### src/verilog/ulp_cfg.svh
// Constants for the low-power divisor latch of the infrared-capable UART.
// Assumes inclusion by bare name from the package and the design modules.
//
// Contract
// - The divisor is 16 bits wide, with the low byte register giving bits 7:0 and the high byte register giving bits 15:8, both read and write.
// - Either divisor byte register can be reached only while the divisor latch access bit (bit 7 of the line control register) is set.
// - The low-power baud rate is the serial clock divided by sixteen times the 16-bit divisor.
// - The low-power baud clock times the minimum-pulse-width check of pulses on the infrared receive line.
// - With both divisor bytes at zero the low-power baud clock stops and the receiver detects no pulses at all.
`ifndef ULP_CFG_SVH
`define ULP_CFG_SVH

// ----------------------------------------------------------------------
// Widths
// ----------------------------------------------------------------------
`define ULP_ADDR_W 32
`define ULP_DATA_W 16
`define ULP_BYTE_W 8
`define ULP_DIV_W 16
`define ULP_OVS_W 4
`define ULP_PW_W 4

// ----------------------------------------------------------------------
// Register map (byte addresses)
// ----------------------------------------------------------------------
`define ULP_ADDR_DIV_LOW 32'h5000_1020
`define ULP_ADDR_DIV_HIGH 32'h5000_1024

// ----------------------------------------------------------------------
// Reset values and constants
// ----------------------------------------------------------------------
`define ULP_DIV_BYTE_RESET 8'h00
`define ULP_DIV_ZERO 16'h0000
`define ULP_DIV_ONE 16'h0001
`define ULP_RD_IDLE 16'h0000
`define ULP_RSVD_HIGH 8'h00
`define ULP_OVS_ZERO 4'h0
`define ULP_OVS_ONE 4'h1
`define ULP_OVS_LAST 4'hF
`define ULP_PW_ZERO 4'h0
`define ULP_PW_ONE 4'h1
`define ULP_MIN_PULSE_TICKS 4'h2

`endif

### src/verilog/ulp_pkg.sv
// Types shared by the low-power divisor latch and its baud divider.
// Assumes ulp_cfg.svh is on the include path.
`include "ulp_cfg.svh"

package ulp_pkg;

	// ------------------------------------------------------------------
	// Register port request
	// ------------------------------------------------------------------
	typedef struct packed {
		logic [`ULP_ADDR_W-1:0] addr;
		logic [`ULP_DATA_W-1:0] wrData;
		logic wr;
		logic rd;
	} ulp_reg_req_t;

	// ------------------------------------------------------------------
	// Divider tick outputs
	// ------------------------------------------------------------------
	typedef struct packed {
		logic tick16;
		logic baudTick;
	} ulp_tick_t;

	// ------------------------------------------------------------------
	// Pulse detector states
	// ------------------------------------------------------------------
	typedef enum logic [1:0] {
		PD_IDLE,
		PD_MEASURE,
		PD_HOLD
	} ulp_pd_state_t;

endpackage

### src/verilog/ulp_baud_div.sv
// Low-power baud divider: a 16x oversample tick every divisor cycles
// and a baud tick every sixteen oversample ticks.
// Assumes one clock and a divisor that is stable except around restart.
`timescale 1ns/1ns
`include "ulp_cfg.svh"

module ulp_baud_div (
	input wire logic core_clk,
	input wire logic rst,
	input wire logic [`ULP_DIV_W-1:0] divisor,
	input wire logic restart,
	output ulp_pkg::ulp_tick_t ticks
);

	logic [`ULP_DIV_W-1:0] cnt_r;
	logic [`ULP_DIV_W-1:0] cnt_nxt;
	logic [`ULP_OVS_W-1:0] ovs_r;
	logic [`ULP_OVS_W-1:0] ovs_nxt;
	ulp_pkg::ulp_tick_t ticks_r;
	ulp_pkg::ulp_tick_t ticks_nxt;
	logic [`ULP_DIV_W-1:0] reload;

	// Reload value is divisor minus one so a tick comes every divisor cycles
	assign reload = `ULP_DIV_W'(divisor - `ULP_DIV_ONE);

	// ------------------------------------------------------------------
	// Next-state logic
	// ------------------------------------------------------------------
	always_comb begin
		cnt_nxt = cnt_r;
		ovs_nxt = ovs_r;
		ticks_nxt.tick16 = 1'b0;
		ticks_nxt.baudTick = 1'b0;
		if (divisor == `ULP_DIV_ZERO) begin
			cnt_nxt = `ULP_DIV_ZERO;
			ovs_nxt = `ULP_OVS_ZERO;
		end else if (restart) begin
			cnt_nxt = reload;
			ovs_nxt = `ULP_OVS_ZERO;
		end else if (cnt_r == `ULP_DIV_ZERO) begin
			cnt_nxt = reload;
			ticks_nxt.tick16 = 1'b1;
			ovs_nxt = `ULP_OVS_W'(ovs_r + `ULP_OVS_ONE);
			ticks_nxt.baudTick = (ovs_r == `ULP_OVS_LAST);
		end else begin
			cnt_nxt = `ULP_DIV_W'(cnt_r - `ULP_DIV_ONE);
		end
	end

	// Registers only
	always_ff @(posedge core_clk) begin
		if (rst) begin
			cnt_r <= `ULP_DIV_ZERO;
			ovs_r <= `ULP_OVS_ZERO;
			ticks_r <= '0;
		end else begin
			cnt_r <= cnt_nxt;
			ovs_r <= ovs_nxt;
			ticks_r <= ticks_nxt;
		end
	end

	assign ticks = ticks_r;

endmodule

### src/verilog/ulp_divisor_latch.sv
// Low-power divisor latch with its baud divider and the infrared
// minimum-pulse-width detector that the low-power clock times.
// Assumes the line control register lives outside and drives the access
// bit on the same clock; the infrared receive line is an async pin.
`timescale 1ns/1ns
`include "ulp_cfg.svh"

module ulp_divisor_latch (
	input wire logic core_clk,
	input wire logic rst,
	input ulp_pkg::ulp_reg_req_t regReq,
	output logic [`ULP_DATA_W-1:0] regRdData,
	input wire logic divisorLatchAccess,
	input wire logic pulseDetectEn,
	input wire logic sirIn,
	output logic [`ULP_DIV_W-1:0] lpDivisor,
	output logic lpClkActive,
	output ulp_pkg::ulp_tick_t lpTicks,
	output logic sirPulse,
	output logic sirRxLevel
);

	// ------------------------------------------------------------------
	// Helper functions
	// ------------------------------------------------------------------

	// Address match, used by both the write and the read decode
	function automatic logic addrIs(input logic [`ULP_ADDR_W-1:0] a,
			input logic [`ULP_ADDR_W-1:0] target);
		addrIs = (a == target);
	endfunction

	// Any nonzero divisor means the low-power clock runs
	function automatic logic divNonzero(input logic [`ULP_BYTE_W-1:0] lo,
			input logic [`ULP_BYTE_W-1:0] hi);
		divNonzero = ({hi, lo} != `ULP_DIV_ZERO);
	endfunction

	// ------------------------------------------------------------------
	// Declarations
	// ------------------------------------------------------------------
	logic [`ULP_BYTE_W-1:0] divLow_r;
	logic [`ULP_BYTE_W-1:0] divLow_nxt;
	logic [`ULP_BYTE_W-1:0] divHigh_r;
	logic [`ULP_BYTE_W-1:0] divHigh_nxt;
	logic [`ULP_DATA_W-1:0] rdData_r;
	logic [`ULP_DATA_W-1:0] rdData_nxt;
	logic restart_r;
	logic restart_nxt;
	logic clkActive_r;
	logic clkActive_nxt;
	logic hitLow;
	logic hitHigh;

	logic sirSync1_r;
	logic sirSync2_r;
	logic sirSync3_r;
	logic sirLevel_r;
	logic sirLevel_nxt;

	ulp_pkg::ulp_pd_state_t pdState_r;
	ulp_pkg::ulp_pd_state_t pdState_nxt;
	logic [`ULP_PW_W-1:0] pwCnt_r;
	logic [`ULP_PW_W-1:0] pwCnt_nxt;
	logic pulse_r;
	logic pulse_nxt;
	logic rxLevel_r;
	logic rxLevel_nxt;
	logic detectOn;
	ulp_pkg::ulp_tick_t ticks;

	// ------------------------------------------------------------------
	// Register access
	// ------------------------------------------------------------------

	// Address hits, qualified by the access bit
	// access bit gates
	assign hitLow = divisorLatchAccess && addrIs(regReq.addr, `ULP_ADDR_DIV_LOW);
	assign hitHigh = divisorLatchAccess && addrIs(regReq.addr, `ULP_ADDR_DIV_HIGH);

	// Write and read decode; read data stand for one cycle only
	always_comb begin
		divLow_nxt = divLow_r;
		divHigh_nxt = divHigh_r;
		restart_nxt = 1'b0;
		rdData_nxt = `ULP_RD_IDLE;
		if (regReq.wr && hitLow) begin
			divLow_nxt = regReq.wrData[`ULP_BYTE_W-1:0];
		end
		if (regReq.wr && hitHigh) begin
			divHigh_nxt = regReq.wrData[`ULP_BYTE_W-1:0];
		end
		if (regReq.wr && (hitLow || hitHigh)) begin
			restart_nxt = 1'b1;
		end
		if (regReq.rd && hitLow) begin
			rdData_nxt = {`ULP_RSVD_HIGH, divLow_r};
		end else if (regReq.rd && hitHigh) begin
			rdData_nxt = {`ULP_RSVD_HIGH, divHigh_r};
		end
	end

	// Divisor bytes, read data and restart strobe
	always_ff @(posedge core_clk) begin
		if (rst) begin
			divLow_r <= `ULP_DIV_BYTE_RESET;
			divHigh_r <= `ULP_DIV_BYTE_RESET;
			rdData_r <= `ULP_RD_IDLE;
			restart_r <= 1'b0;
		end else begin
			divLow_r <= divLow_nxt;
			divHigh_r <= divHigh_nxt;
			rdData_r <= rdData_nxt;
			restart_r <= restart_nxt;
		end
	end

	// ------------------------------------------------------------------
	// Low-power clock enable
	// ------------------------------------------------------------------

	// Registered so the status output comes from a flop
	always_comb begin
		clkActive_nxt = divNonzero(divLow_r, divHigh_r);
	end

	always_ff @(posedge core_clk) begin
		if (rst) begin
			clkActive_r <= 1'b0;
		end else begin
			clkActive_r <= clkActive_nxt;
		end
	end

	// ------------------------------------------------------------------
	// Baud divider
	// ------------------------------------------------------------------

	// Restart arrives one cycle after the write, with the new byte in place
	// oversample divider
	ulp_baud_div uDiv (
		.core_clk(core_clk),
		.rst(rst),
		.divisor({divHigh_r, divLow_r}),
		.restart(restart_r),
		.ticks(ticks)
	);

	// ------------------------------------------------------------------
	// Infrared input synchroniser
	// ------------------------------------------------------------------

	// Three-stage chain; the first stage feeds only the second
	always_ff @(posedge core_clk) begin
		if (rst) begin
			sirSync1_r <= 1'b0;
			sirSync2_r <= 1'b0;
			sirSync3_r <= 1'b0;
		end else begin
			sirSync1_r <= sirIn;
			sirSync2_r <= sirSync1_r;
			sirSync3_r <= sirSync2_r;
		end
	end

	// Level moves only once stages two and three agree
	always_comb begin
		sirLevel_nxt = sirLevel_r;
		if (sirSync2_r == sirSync3_r) begin
			sirLevel_nxt = sirSync3_r;
		end
	end

	always_ff @(posedge core_clk) begin
		if (rst) begin
			sirLevel_r <= 1'b0;
		end else begin
			sirLevel_r <= sirLevel_nxt;
		end
	end

	// ------------------------------------------------------------------
	// Minimum pulse width detector
	// ------------------------------------------------------------------

	// Detection needs the receiver enable and a running low-power clock
	// no detection when stopped
	assign detectOn = pulseDetectEn && clkActive_r;

	// A pulse must stay high across the minimum count of oversample ticks.
	// Shorter glitches are dropped; the tick grid trades up to one tick of
	// width uncertainty for needing no fast counter on the pin.
	always_comb begin
		pdState_nxt = pdState_r;
		pwCnt_nxt = pwCnt_r;
		pulse_nxt = 1'b0;
		rxLevel_nxt = rxLevel_r;
		if (!detectOn) begin
			pdState_nxt = ulp_pkg::PD_IDLE;
			pwCnt_nxt = `ULP_PW_ZERO;
			rxLevel_nxt = 1'b0;
		end else begin
			case (pdState_r)
				ulp_pkg::PD_IDLE: begin
					rxLevel_nxt = 1'b0;
					pwCnt_nxt = `ULP_PW_ZERO;
					if (sirLevel_r) begin
						pdState_nxt = ulp_pkg::PD_MEASURE;
					end
				end
				ulp_pkg::PD_MEASURE: begin
					if (!sirLevel_r) begin
						pdState_nxt = ulp_pkg::PD_IDLE;
						pwCnt_nxt = `ULP_PW_ZERO;
					end else if (ticks.tick16) begin
						pwCnt_nxt = `ULP_PW_W'(pwCnt_r + `ULP_PW_ONE);
						if (`ULP_PW_W'(pwCnt_r + `ULP_PW_ONE) == `ULP_MIN_PULSE_TICKS) begin
							pdState_nxt = ulp_pkg::PD_HOLD;
							pulse_nxt = 1'b1;
							rxLevel_nxt = 1'b1;
						end
					end
				end
				ulp_pkg::PD_HOLD: begin
					// One accepted pulse per high period
					if (!sirLevel_r) begin
						pdState_nxt = ulp_pkg::PD_IDLE;
						pwCnt_nxt = `ULP_PW_ZERO;
						rxLevel_nxt = 1'b0;
					end
				end
				default: begin
					pdState_nxt = ulp_pkg::PD_IDLE;
					pwCnt_nxt = `ULP_PW_ZERO;
					rxLevel_nxt = 1'b0;
				end
			endcase
		end
	end

	always_ff @(posedge core_clk) begin
		if (rst) begin
			pdState_r <= ulp_pkg::PD_IDLE;
			pwCnt_r <= `ULP_PW_ZERO;
			pulse_r <= 1'b0;
			rxLevel_r <= 1'b0;
		end else begin
			pdState_r <= pdState_nxt;
			pwCnt_r <= pwCnt_nxt;
			pulse_r <= pulse_nxt;
			rxLevel_r <= rxLevel_nxt;
		end
	end

	// ------------------------------------------------------------------
	// Outputs, all from flops
	// ------------------------------------------------------------------
	assign regRdData = rdData_r;
	assign lpDivisor = {divHigh_r, divLow_r};
	assign lpClkActive = clkActive_r;
	assign lpTicks = ticks;
	assign sirPulse = pulse_r;
	assign sirRxLevel = rxLevel_r;

endmodule

### config.mk
export PLATFORM = sky130hd
export DESIGN_NAME = ulp_divisor_latch
export DESIGN_NICKNAME = d
export VERILOG_FILES = /design/src/verilog/ulp_pkg.sv /design/src/verilog/ulp_baud_div.sv /design/src/verilog/ulp_divisor_latch.sv
export VERILOG_INCLUDE_DIRS = /design/src /design/src/verilog
export SDC_FILE = /design/constraint.sdc
export NUM_CORES = 1
export LEC_CHECK = 0
export BUFFER_PORTS_ARGS = -buffer_cell sky130_fd_sc_hd__buf_2
export CORE_MARGIN = 2
export CORE_UTILIZATION = 50
export DETAILED_ROUTE_END_ITERATION = 6
export HOLD_SLACK_MARGIN = 0.08
export PLACE_DENSITY = 0.82
export RECOVER_POWER = 100
export SLEW_MARGIN = 20
export SYNTH_ARGS = -nofsm -noshare
export SYNTH_HDL_FRONTEND = slang
export SYNTH_SLANG_ARGS = --single-unit
### constraint.sdc
create_clock -name core_clk -period 5.25 [get_ports core_clk]
set_input_delay 0.525 -clock core_clk [delete_from_list [all_inputs] [get_ports core_clk]]
set_output_delay 0.525 -clock core_clk [all_outputs]
set_load 0.1 [all_outputs]
==> results.txt, run 1 <==
The critical path startpoint is uDiv.cnt_r[0]. The largest vdd supply drop came out at around 0.16 mV. In this run the most used layer during global routing was met2.

The number of global-route vias before repair came to about 2400. The TritonCTS buffer count came out at 9. Combinational logic is responsible for approximately 5.8% of the overall power. For this design the ratio of total power to cell area is 262 nW/um2. The register area share after synthesis came out at about two fifths. The total buffers and inverters traversed by the critical path came out at 1. The final critical-path share of the clock period came out at between 50% and 60%. The top flip-flop cell by instance count after synthesis is dfxtp_1.

The Yosys step of the flow raised 0 warnings. The leakage power total is 1.53 nW. The per-cell routed wire length came out at roughly 14 um. The minimum clock period is a little under 3 ns.

Power comes to approximately 0.00093 W. The starting density of the core is 51.5%. The clock latency at the later pin of the worst-skew pair came out at 0.34 ns. The largest fanout on the critical path came out at 18. The DRC violations left came out at 0. The startpoint identified for the worst hold timing path is sirIn.

For the final database, setup skew stands at between 0.005 and 0.006 ns. The final route contains ~2600 vias. In the layout the commonest cells are dfxtp_1 (60), buf_2 (45), nor2_1 (32). The fraction of registers with async set or reset after synthesis came out at 0%. The clock passes through at most 2 buffers. The floorplan step set the die height to a little over 80 um. During I/O placement, the number of pins put on the boundary was between 90 and 100. The top cell family by delay on the critical path is simple AND/OR/NAND/NOR gates. The repair_antennas step left the layout with diodes totalling 0.

The tree built by TritonCTS fans out to 60 sinks. Global routing consumed, on the met1 layer, 26.4% of the routing resources. The clock slew seen by the registers of the worst setup and hold paths came out at roughly 0.07 ns. After detailed routing, the number of vias per cell comes to between 5 and 6.

Counting flops and latches in the post-synthesis netlist gives 60. Of the total power, the clock network draws between 40 and 50%. The path category of the worst min-delay check is in2reg. The global-route wire length before repair came out at about 11000 um. The final number of setup-violating endpoints came out at 0. The count of port buffers added during placement is 75. At the end of the flow, the number of nets in the layout was around 460.

The reported max-cap violation count came out at 0. The slew at the pin closest to its max-slew limit is around 1.2 ns. The area of the die is roughly 6700 um2. The utilization after layout came out at 60.1%. The tree is rooted in a clkbuf_8. The worst register-to-register path has a depth of 7.

Leaving out fill and tap cells, the most frequent cell in the layout is dfxtp_1. The hold violation total from the final report is 0. Entering global routing, the biggest net connects 34 pins.

The arrival time reported for the critical path endpoint is 3.16 ns. The total area inside the core boundary comes to roughly 6000 um2. The CTS tree is done. The overall routing resource usage is between 20% and 30%. The total global routing overflow is 0.

The worst pin sits at a relative slew slack of 20.5%. In this run, flip-flops and latches consume 48.9% of the power. The global routing usage on met3 is under 10%. Setup repair after global routing left no endpoint under its margin.

The signal on the critical path passes through inv_1, ha_1, nor4b_1, and4_1, nor2_1, nand2_1, o22ai_1. STA classifies the critical path startpoint as a register. The floorplan step set the die width to 82.1 um. The count of cells along the worst hold path came out at 2. The number of antenna violations at the first check in global routing came out at 0. The power dissipated by switching net loads is roughly 0.00022 W. The largest total area in the synthesized netlist belongs to dfxtp_1. Before antenna repair, the detailed router went through 6 iterations. The number of gates resized after cts is 0. The layout filler cell count is 511. The post-CTS setup buffer count is 0. The quantity of hold-fixing buffers added after cts is 0. The critical path capture point type is a register. Global routing consumed, on the met2 layer, between 30% and 40% of the routing resources. In this run the core area contains 28 standard-cell rows. Of the post-synthesis cell area, the dominant cell type holds roughly two fifths. The final number of max-transition violations is 0. The final weighted congestion in routability-driven placement is 0.790. By area the synthesized netlist is led by dfxtp_1 (39%), mux2i_1 (8.5%), xor2_1 (5.2%). The layout-stage area growth over the synthesis result came out at 16.7%. In this run the critical register-to-register path is launched from uDiv.cnt_r[0]. The critical path crosses 7 cells after its start point. The peak per-stage delay on the critical path came out at around 0.92 ns.

Detailed placement finished with a half-perimeter wire length of 4760 um. The run finished with clean final reports. In this run, synthesis inferred 0 flip-flops with an integrated enable. The synthesized instance count came out at about 320.

The mean post-synth cell area is approximately 9.4 um2. The switching share of power is 23.1%. The internal power consumption is slightly above 0.0007 W. The critical path is of the reg2reg type.

The number of H-tree levels is 3. Synthesis instantiated 54 different standard cells from the library. Summing every instance area after synthesis gives 3050 um2.

The DRC marker count from the first detailed-route iteration is 171. The worst path required time came out at approximately 5.5 ns. The timing-limited maximum frequency came out at 345 MHz. The count of nets left with antenna violations once routing finished came out at 0. The master of the slowest instance on the critical path is nor2_1. The fraction of layout instances using a drive strength above 1 came out at between 10% and 20%.

The final wirelength came out at around 6600 um. The post-route setup TNS came out at 0 ns.
[path summary, 6_finish.rpt]
kind / end / slack [ns]
setup reg to reg: uDiv.cnt_r[10] / 2.35
setup / recovery: uDiv.cnt_r[10] / 2.35
hold reg to reg: sirSync2_r / 0.44
hold / removal: sirSync1_r / 0.39
[layout make-up]
type	instances	area, um2	area share [%]
Multi-Input combinational cell	242	1690	47.3
Tap cell	75	93.8	2.64
Timing Repair Buffer	75	338	9.49
Clock buffer	12	155	4.36
Inverter	10	38.8	1.09
Sequential cell	60	1200	33.7
Clock inverter	4	47.5	1.34
[sequential cells by signal, indices dropped and copies added, names as in the netlist]
name	flops
divLow_r	8
divHigh_r	8
sirLevel_r	1
pwCnt_r	4
uDiv.cnt_r	16
restart_r	1
lpClkActive	1
uDiv.ticks	2
uDiv.ovs_r	4
sirRxLevel	1
sirPulse	1
sirSync3_r	1
pdState_r	2
sirSync1_r	1
regRdData	8
sirSync2_r	1
[worst register-to-register path, cell delays in order (launching register included)]
cell and delay [ns]:
dfxtp_1 0.44, inv_1 0.13, ha_1 0.22, nor4b_1 0.13
and4_1 0.31, nor2_1 0.92, nand2_1 0.40, o22ai_1 0.27
[through the flow]
step / instance area, um2 / hold slack, ns / std cells / setup slack [ns]
6_report: 3560 / 0.391 / 478 / 2.35
4_1_cts: 3630 / 0.388 / 478 / 3.05
5_1_grt: 3560 / 0.397 / 478 / 2.10
3_5_place_dp: 3430 / 0.427 / 462 / 3.05
3_3_place_gp: 3430 / 0.416 / 462 / 3.16
2_1_floorplan: 3080 / 0.414 / 330 / 2.64
[kinds of logic (layout without fill, tap and decap cells)]
kind of cell    count (synthesis)  after routing  share of synthesized area [%]
compound gates                 32             32                           7.71
flops                          60             60                           39.4
xor+xnor                       31             31                           8.90
fa+ha+maj                       6              6                           2.46
mux                            26             26                           8.53
other cells                     1              8                          0.123
simple gates                  139            139                           27.6
buf+inv                        28            101                           5.29
[power by group through the flow]
stage                     sequential [W]  clock (W)  combinational, W
final                           0.000456   0.000422         0.0000543
after global routing            0.000456   0.000449         0.0000581
after CTS                       0.000456   0.000429         0.0000545
after detailed placement        0.000467          0         0.0000544
after global placement          0.000467          0         0.0000537
after floorplan                 0.000466          0         0.0000411
[Yosys cell counts, drive strengths merged (2+ instances only)]
library cell and number:
nand3b 4, nand2b 24, clkbuf 5, o22ai 7, and3 2, nor4 8, nor2 32, nand2 16
buf 13, ha 6, a21oi 4, nand4 7, nor4b 6, nand3 5, nor3 12, or3 3
and3b 3, o21ai 3, mux2i 26, or4 2, nor3b 2, inv 10, a22oi 3, xnor2 13
nor2b 8, xor2 18, dfxtp 60, a211oi 6
[layer usage]
metal / share of wire (%) / vias to the layer above
met3: 4.8 / 16
met1: 43 / 1190
met4: 2.6 / 0
met5: 0 / -
li1: - / 1268
met2: 50 / 81
Power figures use the tool's default switching activity.
==> run 2, diff against run 1 <==
- clock period: 5.25 -> 2.9 ns (I/O delays scaled with it)
==> run 2 against run 1 <==
  * Sequential power increased by 81%
  * Non-clock buffer count stayed put
  * Critical endpoint is now uDiv.cnt_r[3]
  * Hold slack worse by 0.22 ns
  * Clock skew is 0.0027 ns higher
  * Global-route usage down 0.42 points
  * Die area is the same
  * Final area fell by 0.25%
  * Core utilization decreased by 0.15 points
==> results.txt, run 2 (synthesis results as in run 1) <==
The worst-case hold slack came out at 0.169 ns (-0.222 ns). The critical path goes through inv_1, ha_1, nor4b_1, and4_1, nor2_2, nor2_1, a311oi_1. The number of buffers between clock root and the deepest sink was 2 (unchanged).

The top cell types in the final layout, fill and taps aside, are dfxtp_1 (60), buf_2 (45), clkbuf_1 (32). The worst slew margin relative to its limit is 21.3% (+0.76 points). The hold violation total from the final report came out at 0 (unchanged). The number of gates resized after cts is 0 (unchanged).

The chip width is 82.1 um (unchanged). The final critical-path setup slack was 0.529 ns (-1.82 ns). The number of core rows came to 28 (unchanged). The post-route setup TNS came out at 0 ns (unchanged). The timing-limited maximum frequency is 422 MHz (+22%). The area of the die came out at 6740 um2 (unchanged). The startpoint identified for the worst hold timing path is sirIn. The slew at the pin closest to its max-slew limit is 1.19 ns (-0.0114 ns).

The worst register-to-register path begins at uDiv.cnt_r[0]. The pin count of the biggest net entering global routing is 34 (unchanged). From synthesis to final layout, the design area changed by 16.4%. The instance count on the critical path came out at 7 (unchanged).

The number of H-tree levels came out at 3 (unchanged). The arrival time reported for the critical path endpoint came out at 2.61 ns (-0.55 ns). The overall routing resource usage is 20.9% (-0.42 points). The leakage power total came to 1.54 nW (+0.72%). The CTS tree is done. The total global routing overflow is 0 (unchanged).

The largest vdd supply drop came out at 0.249 mV (+55%). The post-detailed-placement half-perimeter wirelength is 4780 um (+0.37%). The area of the core came out at 5920 um2 (unchanged).

The final wirelength is 6500 um (-1.1%). The starting density of the core is 51.5% (unchanged). The worst register-to-register path ends at uDiv.cnt_r[3]. The final critical-path share of the clock period came out at 81.8% (+27 points). The largest fanout on the critical path is 18 (unchanged). The worst setup path is of the reg2reg kind. The master of the slowest instance on the critical path is nor2_2. The critical path capture point type is a register. On the critical path the largest part of the delay comes from simple AND/OR/NAND/NOR gates. The final number of setup-violating endpoints was 0 (unchanged). The leading cell type in the layout, fill and taps excluded is dfxtp_1. The clock latency at the later pin of the worst-skew pair came out at 0.34 ns (about the same).

The clock skew after layout came out at 0.00793 ns (+0.00270 ns). The number of flip-flops under the largest register name is 16 (unchanged). The antenna cell count is 0 (unchanged). The path with the worst hold slack has its endpoint at sirSync1_r. The post-route total power is 0.00158 W (+69%). The per-cell routed wire length came out at 13.6 um (-0.86%). The I/O pin total came out at 92 (unchanged). The die outline height is 82.1 um (unchanged). The run finished with clean final reports.

The power per standard cell area came out at 445 nW/um2 (+70%). The total number of vias came to 2522 (-1.3%). The count of port buffers added during placement is 75 (unchanged).

The number of global-route vias before repair was 2325 (-2.9%). The net total in the final layout is 459 (unchanged). The tree is rooted in a clkbuf_8. The DRC violations left was 0 (unchanged). The largest register by flop count is uDiv.cnt_r. The peak per-stage delay on the critical path came out at 0.65 ns (-0.27 ns).

The count of cells along the worst register-to-register path is 7 (unchanged). The global-route wire length before repair came out at 10700 um (-1.3%). The number of antenna violations at the first check in global routing is 0 (unchanged). The via density per instance came out at 5.29 (-1.1%).

The slack of the worst reg-to-reg path is 0.53 ns (-1.82 ns). The clock slew seen by the registers of the worst setup and hold paths is 0.06 ns (about the same). The fraction of layout instances using a drive strength above 1 is 17.7% (+0.29 points). The DRC marker count from the first detailed-route iteration came out at 185 (+8.2%).

The worst path required time was 3.14 ns (-2.37 ns). The count of cells along the worst hold path came out at 2 (unchanged). The post-CTS setup buffer count is 0 (unchanged). The minimum clock period is 2.37 ns (-0.529 ns). The worst setup path is launched from a register. The TritonCTS buffer count is 9 (unchanged). The quantity of hold-fixing buffers added after cts came out at 0 (unchanged).

The iteration count of the initial detailed-routing pass came out at 4 (-2). The final number of max-transition violations is 0 (unchanged). The final weighted congestion in routability-driven placement is 0.793 (+0.38%). The worst setup slack before clock tree synthesis is 0.773 ns (-2.28 ns). The tightest min-delay check is of the in2reg type.

The total buffers and inverters traversed by the critical path is 1 (unchanged). Setup repair after global routing left no endpoint under its margin. The number of clock sinks seen by CTS is 60 (unchanged). The reported max-cap violation count came out at 0 (unchanged). The remaining antenna violation count was 0 (unchanged).
-- run 2: final cells by class --
class | instances | area (um2)
clock buffer | 13 | 159
sequential | 60 | 1200
fill | 527 | 2370
clock inverter | 2 | 10.0
multi-input combinational | 242 | 1710
inverter | 10 | 42.5
timing repair buffer | 75 | 338
tap | 75 | 93.8
-- run 2: power by group --
group / internal (W) / switching (W) / leakage [nW] / total (W)
Sequential: 0.000826 / 0.000000532 / 0.483 / 0.000826
Clock: 0.000350 / 0.000306 / 0.0893 / 0.000655
Combinational: 0.0000332 / 0.0000652 / 0.968 / 0.0000985
Total: 0.00121 / 0.000372 / 1.54 / 0.00158
-- run 2: worst register-to-register path: cells and delay by family, from the launching register on --
family,cells,cell delay (ns)
buffers and inverters,1,0.13
AND/OR/NAND/NOR,4,1.24
AO/OA/AOI/OAI,1,0.27
adder cells (fa/ha/maj),1,0.21
flip-flops,1,0.44
-- run 2: per-layer routing --
layer | vias to the layer above | track usage, % | share of wire [%]
met4 | 0 | 8.33 | 1.3
met3 | 9 | 3.59 | 4.3
met2 | 72 | 35.1 | 50
met5 | - | 0 | 0
li1 | 1272 | - | -
met1 | 1169 | 26.7 | 45
-- run 2: through the flow --
stage / instances / utilization (%) / instance area, um2
3_3_place_gp: 462 / 57.9 / 3430
4_1_cts: 477 / 60.7 / 3600
2_1_floorplan: 330 / - / 3080
5_1_grt: 477 / 60.0 / 3550
3_5_place_dp: 462 / 57.9 / 3430
6_report: 477 / 60.0 / 3550
-- run 2: worst max path at each step --
stage | start | slack (ns) | endpoint
finish | uDiv.cnt_r[0] | 0.53 | uDiv.cnt_r[3]
global route | uDiv.cnt_r[0] | 0.36 | uDiv.cnt_r[3]
CTS | uDiv.cnt_r[0] | 0.77 | uDiv.cnt_r[3]
detailed placement | uDiv.cnt_r[0] | 0.77 | uDiv.cnt_r[3]
global placement | uDiv.cnt_r[0] | 0.85 | uDiv.cnt_r[7]
floorplan | divLow_r[0] | 0.29 | uDiv.cnt_r[9]
